===== src/rr_exec_pkg.sv =====
// Constants and types shared by the return and rotate execution block
package rr_exec_pkg;
    localparam int PC_W = 12;
    localparam int DATA_W = 8;
    localparam int ADDR_W = 8;
    localparam int TOP_BIT = 7;
    localparam logic [PC_W-1:0] PC_RESET = 12'h000;
    localparam logic [PC_W-1:0] IRQ_VECTOR = 12'h004;
    localparam logic [DATA_W-1:0] WORK_RESET = 8'h00;
    localparam logic GATE_RESET = 1'b0;

    typedef enum logic [1:0] {
        OP_NONE = 2'b00,
        OP_RET_IMM = 2'b01,
        OP_RETURN_FROM_INTERRUPT_OP = 2'b10,
        OP_ROTL = 2'b11
    } op_t;

    typedef enum logic [1:0] {
        ST_IDLE = 2'b00,
        ST_ROT_READ = 2'b01,
        ST_ROT_WRITE = 2'b10
    } state_t;
endpackage : rr_exec_pkg


===== src/rr_dmem_if.sv =====
// Data memory access signals between the executer and its rotate unit
`timescale 1ns/1ps
`default_nettype none
interface rr_dmem_if;
    import rr_exec_pkg::*;
    logic [DATA_W-1:0] rd_data;
    logic [DATA_W-1:0] wr_data;
    modport exec (output rd_data, input wr_data);
    modport rot (input rd_data, output wr_data);
endinterface : rr_dmem_if
`default_nettype wire


===== src/rr_rotate_unit.sv =====
// One-bit left rotate of a data memory byte
`timescale 1ns/1ps
`default_nettype none
module rr_rotate_unit
    import rr_exec_pkg::*;
(
    rr_dmem_if.rot mem
);
    // Bit i moves to i+1; old top bit wraps to bit 0
    genvar i;
    generate
        for (i = 0; i < TOP_BIT; i++) begin : g_shift
            assign mem.wr_data[i+1] = mem.rd_data[i];
        end
    endgenerate
    assign mem.wr_data[0] = mem.rd_data[TOP_BIT];
endmodule : rr_rotate_unit
`default_nettype wire


===== src/return_and_rotate_exec.sv =====
// Execution of return-with-immediate, interrupt return and rotate left
`timescale 1ns/1ps
`default_nettype none
module return_and_rotate_exec
    import rr_exec_pkg::*;
(
    // Clock and reset
    input wire logic clk_sys_i,
    input wire logic rst_i,
    // Decoded instruction
    input wire logic op_valid_i,
    input wire logic [1:0] op_i,
    input wire logic [DATA_W-1:0] imm_i,
    input wire logic [ADDR_W-1:0] mem_addr_i,
    // Return stack
    input wire logic [PC_W-1:0] stack_top_i,
    output logic stack_pop_o,
    output logic stack_push_o,
    output logic [PC_W-1:0] stack_push_data_o,
    // Program counter
    input wire logic [PC_W-1:0] pc_i,
    output logic pc_load_o,
    output logic [PC_W-1:0] pc_value_o,
    // Interrupts
    input wire logic irq_pending_i,
    input wire logic gate_clear_i,
    output logic global_irq_gate_o,
    output logic irq_ack_o,
    // Work register
    output logic [DATA_W-1:0] work_register_o,
    output logic work_load_o,
    // Data memory
    input wire logic [DATA_W-1:0] mem_rdata_i,
    output logic mem_rd_o,
    output logic mem_wr_o,
    output logic [ADDR_W-1:0] mem_addr_o,
    output logic [DATA_W-1:0] mem_wdata_o,
    // Status
    output logic busy_o,
    output logic flags_we_o
);
    state_t state;
    state_t next_state;
    logic gate;
    logic [DATA_W-1:0] work;
    logic busy;
    rr_dmem_if dmem ();

    assign dmem.rd_data = mem_rdata_i;
    rr_rotate_unit u_rot (.mem(dmem));

    wire logic idle = (state == ST_IDLE);
    wire logic do_ret_imm = idle && op_valid_i && (op_i == OP_RET_IMM);
    wire logic do_return_from_interrupt_op = idle && op_valid_i && (op_i == OP_RETURN_FROM_INTERRUPT_OP);
    wire logic do_rotl = idle && op_valid_i && (op_i == OP_ROTL);
    // Interrupt entry only while the gate is set; return_from_interrupt_op counts as setting it
    wire logic gate_eff = gate || do_return_from_interrupt_op;
    wire logic take_irq = idle && irq_pending_i && gate_eff && !(op_valid_i && !do_return_from_interrupt_op);
    // Pending irq at return_from_interrupt_op: restored PC is pushed back and the vector is taken first
    wire logic return_from_interrupt_op_to_irq = do_return_from_interrupt_op && take_irq;
    wire logic irq_only = take_irq && !do_return_from_interrupt_op;

    always_comb begin
        next_state = state;
        case (state)
            ST_IDLE: begin
                if (do_rotl) next_state = ST_ROT_READ;
            end
            ST_ROT_READ: next_state = ST_ROT_WRITE;
            ST_ROT_WRITE: next_state = ST_IDLE;
            default: next_state = ST_IDLE;
        endcase
    end

    always_ff @(posedge clk_sys_i or posedge rst_i) begin
        if (rst_i) begin
            state <= ST_IDLE;
        end else begin
            state <= next_state;
        end
    end

    // Busy is held in its own flop so the output never glitches on a state change
    always_ff @(posedge clk_sys_i or posedge rst_i) begin
        if (rst_i) begin
            busy <= 1'b0;
        end else begin
            busy <= (next_state != ST_IDLE);
        end
    end

    // Set by return_from_interrupt_op wins over a clear; entering a routine closes the gate
    always_ff @(posedge clk_sys_i or posedge rst_i) begin
        if (rst_i) begin
            gate <= GATE_RESET;
        end else if (return_from_interrupt_op_to_irq || irq_only) begin
            gate <= 1'b0;
        end else if (do_return_from_interrupt_op) begin
            gate <= 1'b1;
        end else if (gate_clear_i) begin
            gate <= 1'b0;
        end
    end

    always_ff @(posedge clk_sys_i or posedge rst_i) begin
        if (rst_i) begin
            work <= WORK_RESET;
            work_load_o <= 1'b0;
        end else begin
            work_load_o <= do_ret_imm;
            if (do_ret_imm) work <= imm_i;
        end
    end

    always_ff @(posedge clk_sys_i or posedge rst_i) begin
        if (rst_i) begin
            stack_pop_o <= 1'b0;
            stack_push_o <= 1'b0;
            stack_push_data_o <= PC_RESET;
            pc_load_o <= 1'b0;
            pc_value_o <= PC_RESET;
            irq_ack_o <= 1'b0;
        end else begin
            stack_pop_o <= do_ret_imm || do_return_from_interrupt_op;
            stack_push_o <= take_irq;
            stack_push_data_o <= return_from_interrupt_op_to_irq ? stack_top_i : pc_i;
            pc_load_o <= do_ret_imm || do_return_from_interrupt_op || take_irq;
            pc_value_o <= take_irq ? IRQ_VECTOR : stack_top_i;
            irq_ack_o <= take_irq;
        end
    end

    always_ff @(posedge clk_sys_i or posedge rst_i) begin
        if (rst_i) begin
            mem_rd_o <= 1'b0;
            mem_wr_o <= 1'b0;
            mem_addr_o <= '0;
            mem_wdata_o <= WORK_RESET;
        end else begin
            mem_rd_o <= do_rotl;
            mem_wr_o <= (state == ST_ROT_READ);
            if (do_rotl) mem_addr_o <= mem_addr_i;
            if (state == ST_ROT_READ) mem_wdata_o <= dmem.wr_data;
        end
    end

    // These instructions never write flags; no flag path exists here
    always_ff @(posedge clk_sys_i or posedge rst_i) begin
        if (rst_i) begin
            flags_we_o <= 1'b0;
        end else begin
            flags_we_o <= 1'b0;
        end
    end

    assign global_irq_gate_o = gate;
    assign work_register_o = work;
    assign busy_o = busy;

    a_ret_imm_load: assert property (@(posedge clk_sys_i) disable iff (rst_i)
        do_ret_imm |=> (work == $past(imm_i)) && stack_pop_o && pc_load_o)
        else $error("ret imm did not load work register and pop");
    a_return_from_interrupt_op_gate_set: assert property (@(posedge clk_sys_i) disable iff (rst_i)
        (do_return_from_interrupt_op && !take_irq) |=> gate && stack_pop_o && (pc_value_o == $past(stack_top_i)))
        else $error("return_from_interrupt_op did not set gate and restore pc");
    a_gate_blocks_irq: assert property (@(posedge clk_sys_i) disable iff (rst_i)
        irq_ack_o |-> $past(gate) || $past(do_return_from_interrupt_op))
        else $error("interrupt entered with gate clear");
    a_return_from_interrupt_op_pending_vec: assert property (@(posedge clk_sys_i) disable iff (rst_i)
        return_from_interrupt_op_to_irq |=> pc_value_o == IRQ_VECTOR && stack_push_o && stack_push_data_o == $past(stack_top_i))
        else $error("pending irq not serviced at return_from_interrupt_op");
    a_rotl_result: assert property (@(posedge clk_sys_i) disable iff (rst_i)
        do_rotl ##1 1'b1 |=> mem_wr_o && mem_wdata_o == {$past(mem_rdata_i[6:0]), $past(mem_rdata_i[7])})
        else $error("rotate result wrong");
    a_rotl_sequence: assert property (@(posedge clk_sys_i) disable iff (rst_i)
        do_rotl |=> mem_rd_o ##1 mem_wr_o ##1 !busy_o)
        else $error("rotate sequence wrong");
    a_no_flag_write: assert property (@(posedge clk_sys_i) disable iff (rst_i)
        (do_ret_imm || do_return_from_interrupt_op || do_rotl) |=> !flags_we_o [*3])
        else $error("flags written by return or rotate");
    a_gate_closes_irq: assert property (@(posedge clk_sys_i) disable iff (rst_i)
        take_irq |=> !gate)
        else $error("gate still open inside routine");

    // Gate and interrupt entry
    a_gate_clear_works: assert property (@(posedge clk_sys_i) disable iff (rst_i)
        (gate_clear_i && !do_return_from_interrupt_op) |=> !gate)
        else $error("gate clear request ignored");
    a_no_irq_gate_low: assert property (@(posedge clk_sys_i) disable iff (rst_i)
        (!gate && !do_return_from_interrupt_op) |=> !irq_ack_o)
        else $error("interrupt acknowledged with gate low");
    a_irq_push_pc: assert property (@(posedge clk_sys_i) disable iff (rst_i)
        irq_only |=> stack_push_o && (stack_push_data_o == $past(pc_i)) && (pc_value_o == IRQ_VECTOR))
        else $error("interrupt entry did not push pc and vector");
    a_irq_ack_push: assert property (@(posedge clk_sys_i) disable iff (rst_i)
        irq_ack_o |-> stack_push_o && pc_load_o)
        else $error("interrupt acknowledged without push and load");
    a_return_from_interrupt_op_pend_gate: assert property (@(posedge clk_sys_i) disable iff (rst_i)
        return_from_interrupt_op_to_irq |=> !gate && stack_pop_o && irq_ack_o)
        else $error("return_from_interrupt_op with pending irq left gate open");

    // Returns and work register
    a_pop_from_ret: assert property (@(posedge clk_sys_i) disable iff (rst_i)
        stack_pop_o |-> $past(do_ret_imm || do_return_from_interrupt_op))
        else $error("stack popped without a return");
    a_work_holds: assert property (@(posedge clk_sys_i) disable iff (rst_i)
        !do_ret_imm |=> $stable(work))
        else $error("work register changed without ret imm");
    a_ret_no_mem: assert property (@(posedge clk_sys_i) disable iff (rst_i)
        (do_ret_imm || do_return_from_interrupt_op) |=> !mem_rd_o && !mem_wr_o)
        else $error("return touched data memory");

    // Rotate
    a_rotl_addr: assert property (@(posedge clk_sys_i) disable iff (rst_i)
        do_rotl |=> (mem_addr_o == $past(mem_addr_i)) && busy_o)
        else $error("rotate address not captured");
    a_wdata_holds: assert property (@(posedge clk_sys_i) disable iff (rst_i)
        (state != ST_ROT_READ) |=> $stable(mem_wdata_o))
        else $error("write data changed outside rotate");
    a_busy_drops_op: assert property (@(posedge clk_sys_i) disable iff (rst_i)
        (busy_o && op_valid_i) |=> !stack_pop_o && !work_load_o && !mem_rd_o)
        else $error("instruction accepted while busy");
endmodule : return_and_rotate_exec
`default_nettype wire


===== config.mk =====
export PLATFORM = sky130hd
export DESIGN_NAME = return_and_rotate_exec
export DESIGN_NICKNAME = d
export VERILOG_FILES = /design/src/rr_exec_pkg.sv /design/src/rr_dmem_if.sv /design/src/rr_rotate_unit.sv /design/src/return_and_rotate_exec.sv
export SDC_FILE = /design/constraint.sdc
export NUM_CORES = 1
export LEC_CHECK = 0
export BUFFER_PORTS_ARGS = -buffer_cell sky130_fd_sc_hd__buf_2
export CELL_PAD_IN_SITES_DETAIL_PLACEMENT = 1
export CELL_PAD_IN_SITES_GLOBAL_PLACEMENT = 1
export CORE_AREA = 2 2 83 85
export DETAILED_ROUTE_END_ITERATION = 12
export DIE_AREA = 0 0 85 87
export GPL_TIMING_DRIVEN = 0
export HOLD_SLACK_MARGIN = 0.12
export PLACE_DENSITY = 0.79
export SLEW_MARGIN = 20
export SYNTH_ARGS = -nofsm -noshare
export SYNTH_HDL_FRONTEND = slang
export SYNTH_SLANG_ARGS = --single-unit

===== constraint.sdc =====
create_clock -name clk_sys_i -period 2.4 [get_ports clk_sys_i]
set_clock_uncertainty 0.15 [all_clocks]
set_input_delay 0.24 -clock clk_sys_i [delete_from_list [all_inputs] [get_ports clk_sys_i]]
set_output_delay 0.24 -clock clk_sys_i [all_outputs]
set_load 0.02 [all_outputs]

* Word level (Yosys, flattened, before mapping)
Index checks and enable logic that the tools add are counted.
** Storage, ports and cells
- Flip-flop bits (word level) :: 58
- Latch bits :: 0
- RAM bits :: 0
- Memory bits (read-only) :: 0
- Input port bits :: 55
- Logic and storage cells :: 44
- Memories kept :: 0
** Cells by class
- Add/sub/neg operators :: 0
- Multiply operators :: 0
- Divide/modulo/power cells :: 0
- Magnitude comparators :: 0
- Eq/ne operators :: 4
- Shift operators :: 0
- Mux-type cells :: 7
- Bitwise logic cells :: 0
- Reductions and logical operators :: 19
** Operators by type and width (number)
- $mux W12 :: 2
- $logic_and A1 B1 Y1 :: 10
- $eq A2 B1 Y1 const B :: 2
- $eq A2 B2 Y1 const B :: 2
- $logic_or A1 B1 Y1 :: 4
- $pmux W2 S2 :: 1
- $mux W1 :: 3
- $reduce_bool A3 Y1 :: 1
- $logic_not A1 Y1 :: 2
- $logic_not A2 Y1 :: 1
- $mux W2 :: 1
- $reduce_bool A2 Y1 :: 1

* Longest topological paths before layout
- Depth in word-level cells :: 10
- Gate-level depth with buffers :: 5
- Mapped depth without buffers :: 3

* Modules after synthesis
A second synthesis with hierarchy kept.
** Unflattened totals
- Cells, all modules :: 140
- Area total of the unflattened synthesis :: 2218.4 µm²
** Modules (own cells, without submodules)
- return_and_rotate_exec :: instances 1, cells an instance 132, area an instance 2158.3 µm², seq. area each 1426.4 µm²
- rr_rotate_unit :: instances 1, cells an instance 8, area an instance 60.1 µm², seq. area each 0.0 µm²

* Worst setup path after synthesis
Ideal clock, no wire load.
- Path type :: register to register
- Start point :: register, netlist name mem_wr_o
- End point :: register stack_push_data_o[10]
- Arrival :: 1.508 ns
- Data required time :: 2.125 ns
- Slack :: 0.617 ns
- Stages on the path, launching flop included :: 6
- Buffers on the path :: 2
- Cell sequence :: dfrtp_1 -> and4bb_1 -> and3_4 -> buf_6 -> buf_12 -> mux2_4
** RTL lines
- to (signal assigned) :: line return_and_rotate_exec.sv:126 : stack_push_data_o <= return_from_interrupt_op_to_irq ? stack_top_i : pc_i;
- to (decl) :: line return_and_rotate_exec.sv:19 : output logic [PC_W-1:0] stack_push_data_o,

* Worst setup path in the final report
- Start point :: register state[0]
- End point :: register stack_push_data_o[5]
** Between the ends
- Cells in the longest elaborated chain, start to end :: 9
** RTL lines
- from (decl) :: line return_and_rotate_exec.sv:42 : state_t state;
- from (signal assigned) :: line return_and_rotate_exec.sv:79 : state <= next_state;
- $logic_not A2 Y1 (*) :: line return_and_rotate_exec.sv:52 : wire logic idle = (state == ST_IDLE);
- $logic_and A1 B1 Y1 (2 in a row) :: line return_and_rotate_exec.sv:54 : wire logic do_return_from_interrupt_op = idle && op_valid_i && (op_i == OP_RETURN_FROM_INTERRUPT_OP);
- $logic_not A1 Y1 :: line return_and_rotate_exec.sv:58 : wire logic take_irq = idle && irq_pending_i && gate_eff && !(op_valid_i && !do_return_from_interrupt_op);
- $logic_and A1 B1 Y1 :: line return_and_rotate_exec.sv:58
- $logic_not A1 Y1 :: line return_and_rotate_exec.sv:58
- $logic_and A1 B1 Y1 :: line return_and_rotate_exec.sv:58
- $logic_and A1 B1 Y1 (*) :: line return_and_rotate_exec.sv:60 : wire logic return_from_interrupt_op_to_irq = do_return_from_interrupt_op && take_irq;
- $mux W12 (*) :: line return_and_rotate_exec.sv:126
Every way passes the cells marked *; elsewhere a longest branch is shown, timed or not.
A chain may end at the register's enable or synchronous reset.

==> results.json <==
{
  "status": "finished, final reports clean",
  "ff_latch_area_mm2": 0.001426,
  "synth.area.top_cells": "dfrtp_1 66%, mux2_2 15%, mux2_4 4.9%, nor3b_1 4.2%, buf_12 0.93%",
  "ys_types": 25,
  "antenna_found_initial": 0,
  "max_stage_delay_ns": 0.57,
  "drt_wl_total_um": 6557,
  "placeableCoreArea_mm2": 0.006569,
  "clk_latency_ns": 0.32,
  "placed_area_mm2": 0.002808,
  "ys.flop_type": "dfrtp_1",
  "cts_made_buffers": 9,
  "slew_headroom": 0.5378,
  "vias_per_cell": 4.523,
  "h-tree-depth": 3,
  "cp_max_fo": 8,
  "clock_sinks": 57,
  "tightest_slew_ns": 0.6933,
  "initial_core_util": 0.3272,
  "yosys_warnings": 0,
  "yosysSeqAreaShare": 0.6636,
  "swShare": 0.2840,
  "num_vias": 1841,
  "cts-root-buf": "clkbuf_8",
  "clkPwrFrac": 0.331,
  "die-width_um": 85,
  "worst_path_max_delay_cell": "dlygate4sd3_1",
  "path_class": "register to register",
  "cap_violations": 0,
  "drc": 0,
  "netlist.area_leader.share": 0.6636,
  "die_area_mm2": 0.007395,
  "synth-seq-cells": 57,
  "final_cell_area_mm2": 0.003638,
  "rows": 30,
  "grt_usage": 0.1876,
  "syn_nets": 189,
  "seq_power_share": 0.432,
  "area_growth_pct": 69.27,
  "port_buffers": 111,
  "hold_violations": 0,
  "end_kind": "register",
  "post-route-min-period_ns": 2.318,
  "antenna_left": 0,
  "slew_viol_final": 0,
  "synth_top_area_cell": "dfrtp_1",
  "final_cell_mix": "114 x buf_2, 62 x dlygate4sd3_1, 57 x dfrtp_1, 29 x mux2_2, 12 x nor3b_1",
  "ir_drop_v": 0.0004138,
  "intPower_mw": 1.894,
  "post_drt_wl_per_cell_um": 16.11,
  "final_common_cell": "buf_2",
  "synthCells": 134,
  "multi_input_area_um2": 646.9,
  "p_per_area_mw_per_mm2": 726.9,
  "layout.nets": 376,
  "period_share": 0.9659,
  "setup-violations-final": 0,
  "place_congestion": 0.6727,
  "power_leakage_nw": 1.823,
  "drtIter0Drc": 20,
  "ios": 113,
  "worst_ep_required_time_ns": 2.46,
  "grt_pass1_wl_um": 10270,
  "hold_class": "primary input to register",
  "fill_cells": 687,
  "cts_tree": "yes",
  "cts_buffer_depth": 2,
  "die_y_um": 87,
  "timing.fmax_mhz": 431.4,
  "startpoint_type": "register",
  "clk_pin_slew_worst_paths_ns": 0.07,
  "place_inst": 325,
  "p_switching_mw": 0.7511,
  "grt_pass1_vias": 2030,
  "async_flop_share": 1.000,
  "layout-drive-gt1-share": 0.5368,
  "combPwrFrac": 0.237,
  "gr-total-overflow": 0,
  "grt_max_degree": 58,
  "syn_area_mm2": 0.002150,
  "crit_arrival_ns": 2.38,
  "synth-edff-count": 0,
  "firstDrtPassIters": 4,
  "critical_path.cell_chain": "and4bb_2 > and3_4 > buf_12 > mux2_4 > dlygate4sd3_1",
  "hpwl_um": 3582,
  "postSynthAreaPerCell_um2": 16.04,
  "final_cells": 407
}
## power groups by stage
stage,Combinational [mW],Sequential [mW],Clock (mW)
4_1_cts,0.619,1.14,0.893
6_report,0.627,1.14,0.874
3_5_place_dp,0.539,1.16,0
3_3_place_gp,0.525,1.15,0
2_1_floorplan,0.156,1.33,0
5_1_grt,0.671,1.16,0.945
## metal layers
metal	track usage	wire length, µm	vias to the layer above
li1	-	-	830
met1	0.1972	2353	918
met2	0.3303	3579	75
met3	0.06351	441	18
met4	0.1025	182	0
met5	0	0	-
## kinds of logic after synthesis
logic type                synth area share
DFF                                 0.6636
muxes                               0.2008
and+or+nand+nor                    0.09197
buffers and inverters              0.03550
AOI/OAI and AO/OA                 0.002326
xor gates and xnor gates          0.004075
other                             0.001745
## path summary, 6_finish.rpt
kind / start / endpoint / slack (ns) / cells past startpoint
hold reg to reg: mem_addr_o[7] / mem_addr_o[7] / 0.35 / 1
max in group asynchronous: rst_i / pc_value_o[0] / 1.20 / 3
setup / recovery: state[0] / stack_push_data_o[5] / 0.08 / 5
min in group asynchronous: rst_i / work_register_o[4] / 0.45 / 3
setup reg to reg: state[0] / stack_push_data_o[5] / 0.08 / 5
hold / removal: op_i[1] / stack_pop_o / 0.14 / 3
## flip-flops by register name, summed over array words and instances, names as in the netlist
register and flops:
busy_o 1, global_irq_gate_o 1, irq_ack_o 1, mem_addr_o 8
mem_rd_o 1, mem_wdata_o 8, mem_wr_o 1, pc_load_o 1
pc_value_o 12, stack_pop_o 1, stack_push_data_o 12, state 1
work_load_o 1, work_register_o 8
## worst max-delay path, delay by kind of cell, from the launching register on
kind / cells / cell delay [ns]
simple gates: 2 / 0.63
mux: 1 / 0.30
buf+inv: 2 / 0.72
flops: 1 / 0.40
## cells in the mapped netlist (2+ instances only)
library cell   n
dfrtp_1       57
mux2_4         7
or2_2          2
nor3b_1       12
buf_4          2
inv_1          3
mux2_2        29
and2_1         3
buf_2          3
## layout make-up
| cell class | count | share of cell area |
|---|---|---|
| Tap cell | 80 | 0.02751 |
| Buffer | 7 | 0.01479 |
| Antenna cell | 1 | 0.0006878 |
| Clock buffer | 13 | 0.04092 |
| Sequential cell | 57 | 0.3920 |
| Multi-Input combinational cell | 66 | 0.1778 |
| Clock inverter | 3 | 0.01100 |
| Inverter | 3 | 0.003783 |
| Timing Repair Buffer | 177 | 0.3315 |
## what timing repair did
item | CTS | global route
resized for setup | 0 | 1
hold endpoints to repair | 107 | 0
setup buffers | 0 | 4
hold buffers | 62 | 0
setup endpoints to repair | 0 | 7
## metrics by stage
stage / setup WS (ns) / TNS (ns) / total power, mW / hold slack, ns / utilization
global route: -0.01349 / -0.02303 / 2.779 / 0.1645 / 0.5535
floorplan: 0.6104 / 0 / 1.483 / 0.2003 / -
global placement: -0.1085 / -5.975 / 1.678 / 0.3107 / 0.4270
CTS: 0.02393 / 0 / 2.655 / 0.1238 / 0.5507
detailed placement: 0.5906 / 0 / 1.699 / 0.2634 / 0.4274
finish: 0.08185 / 0 / 2.645 / 0.1367 / 0.5539
Note: power is estimated with default switching activity, not from simulation.
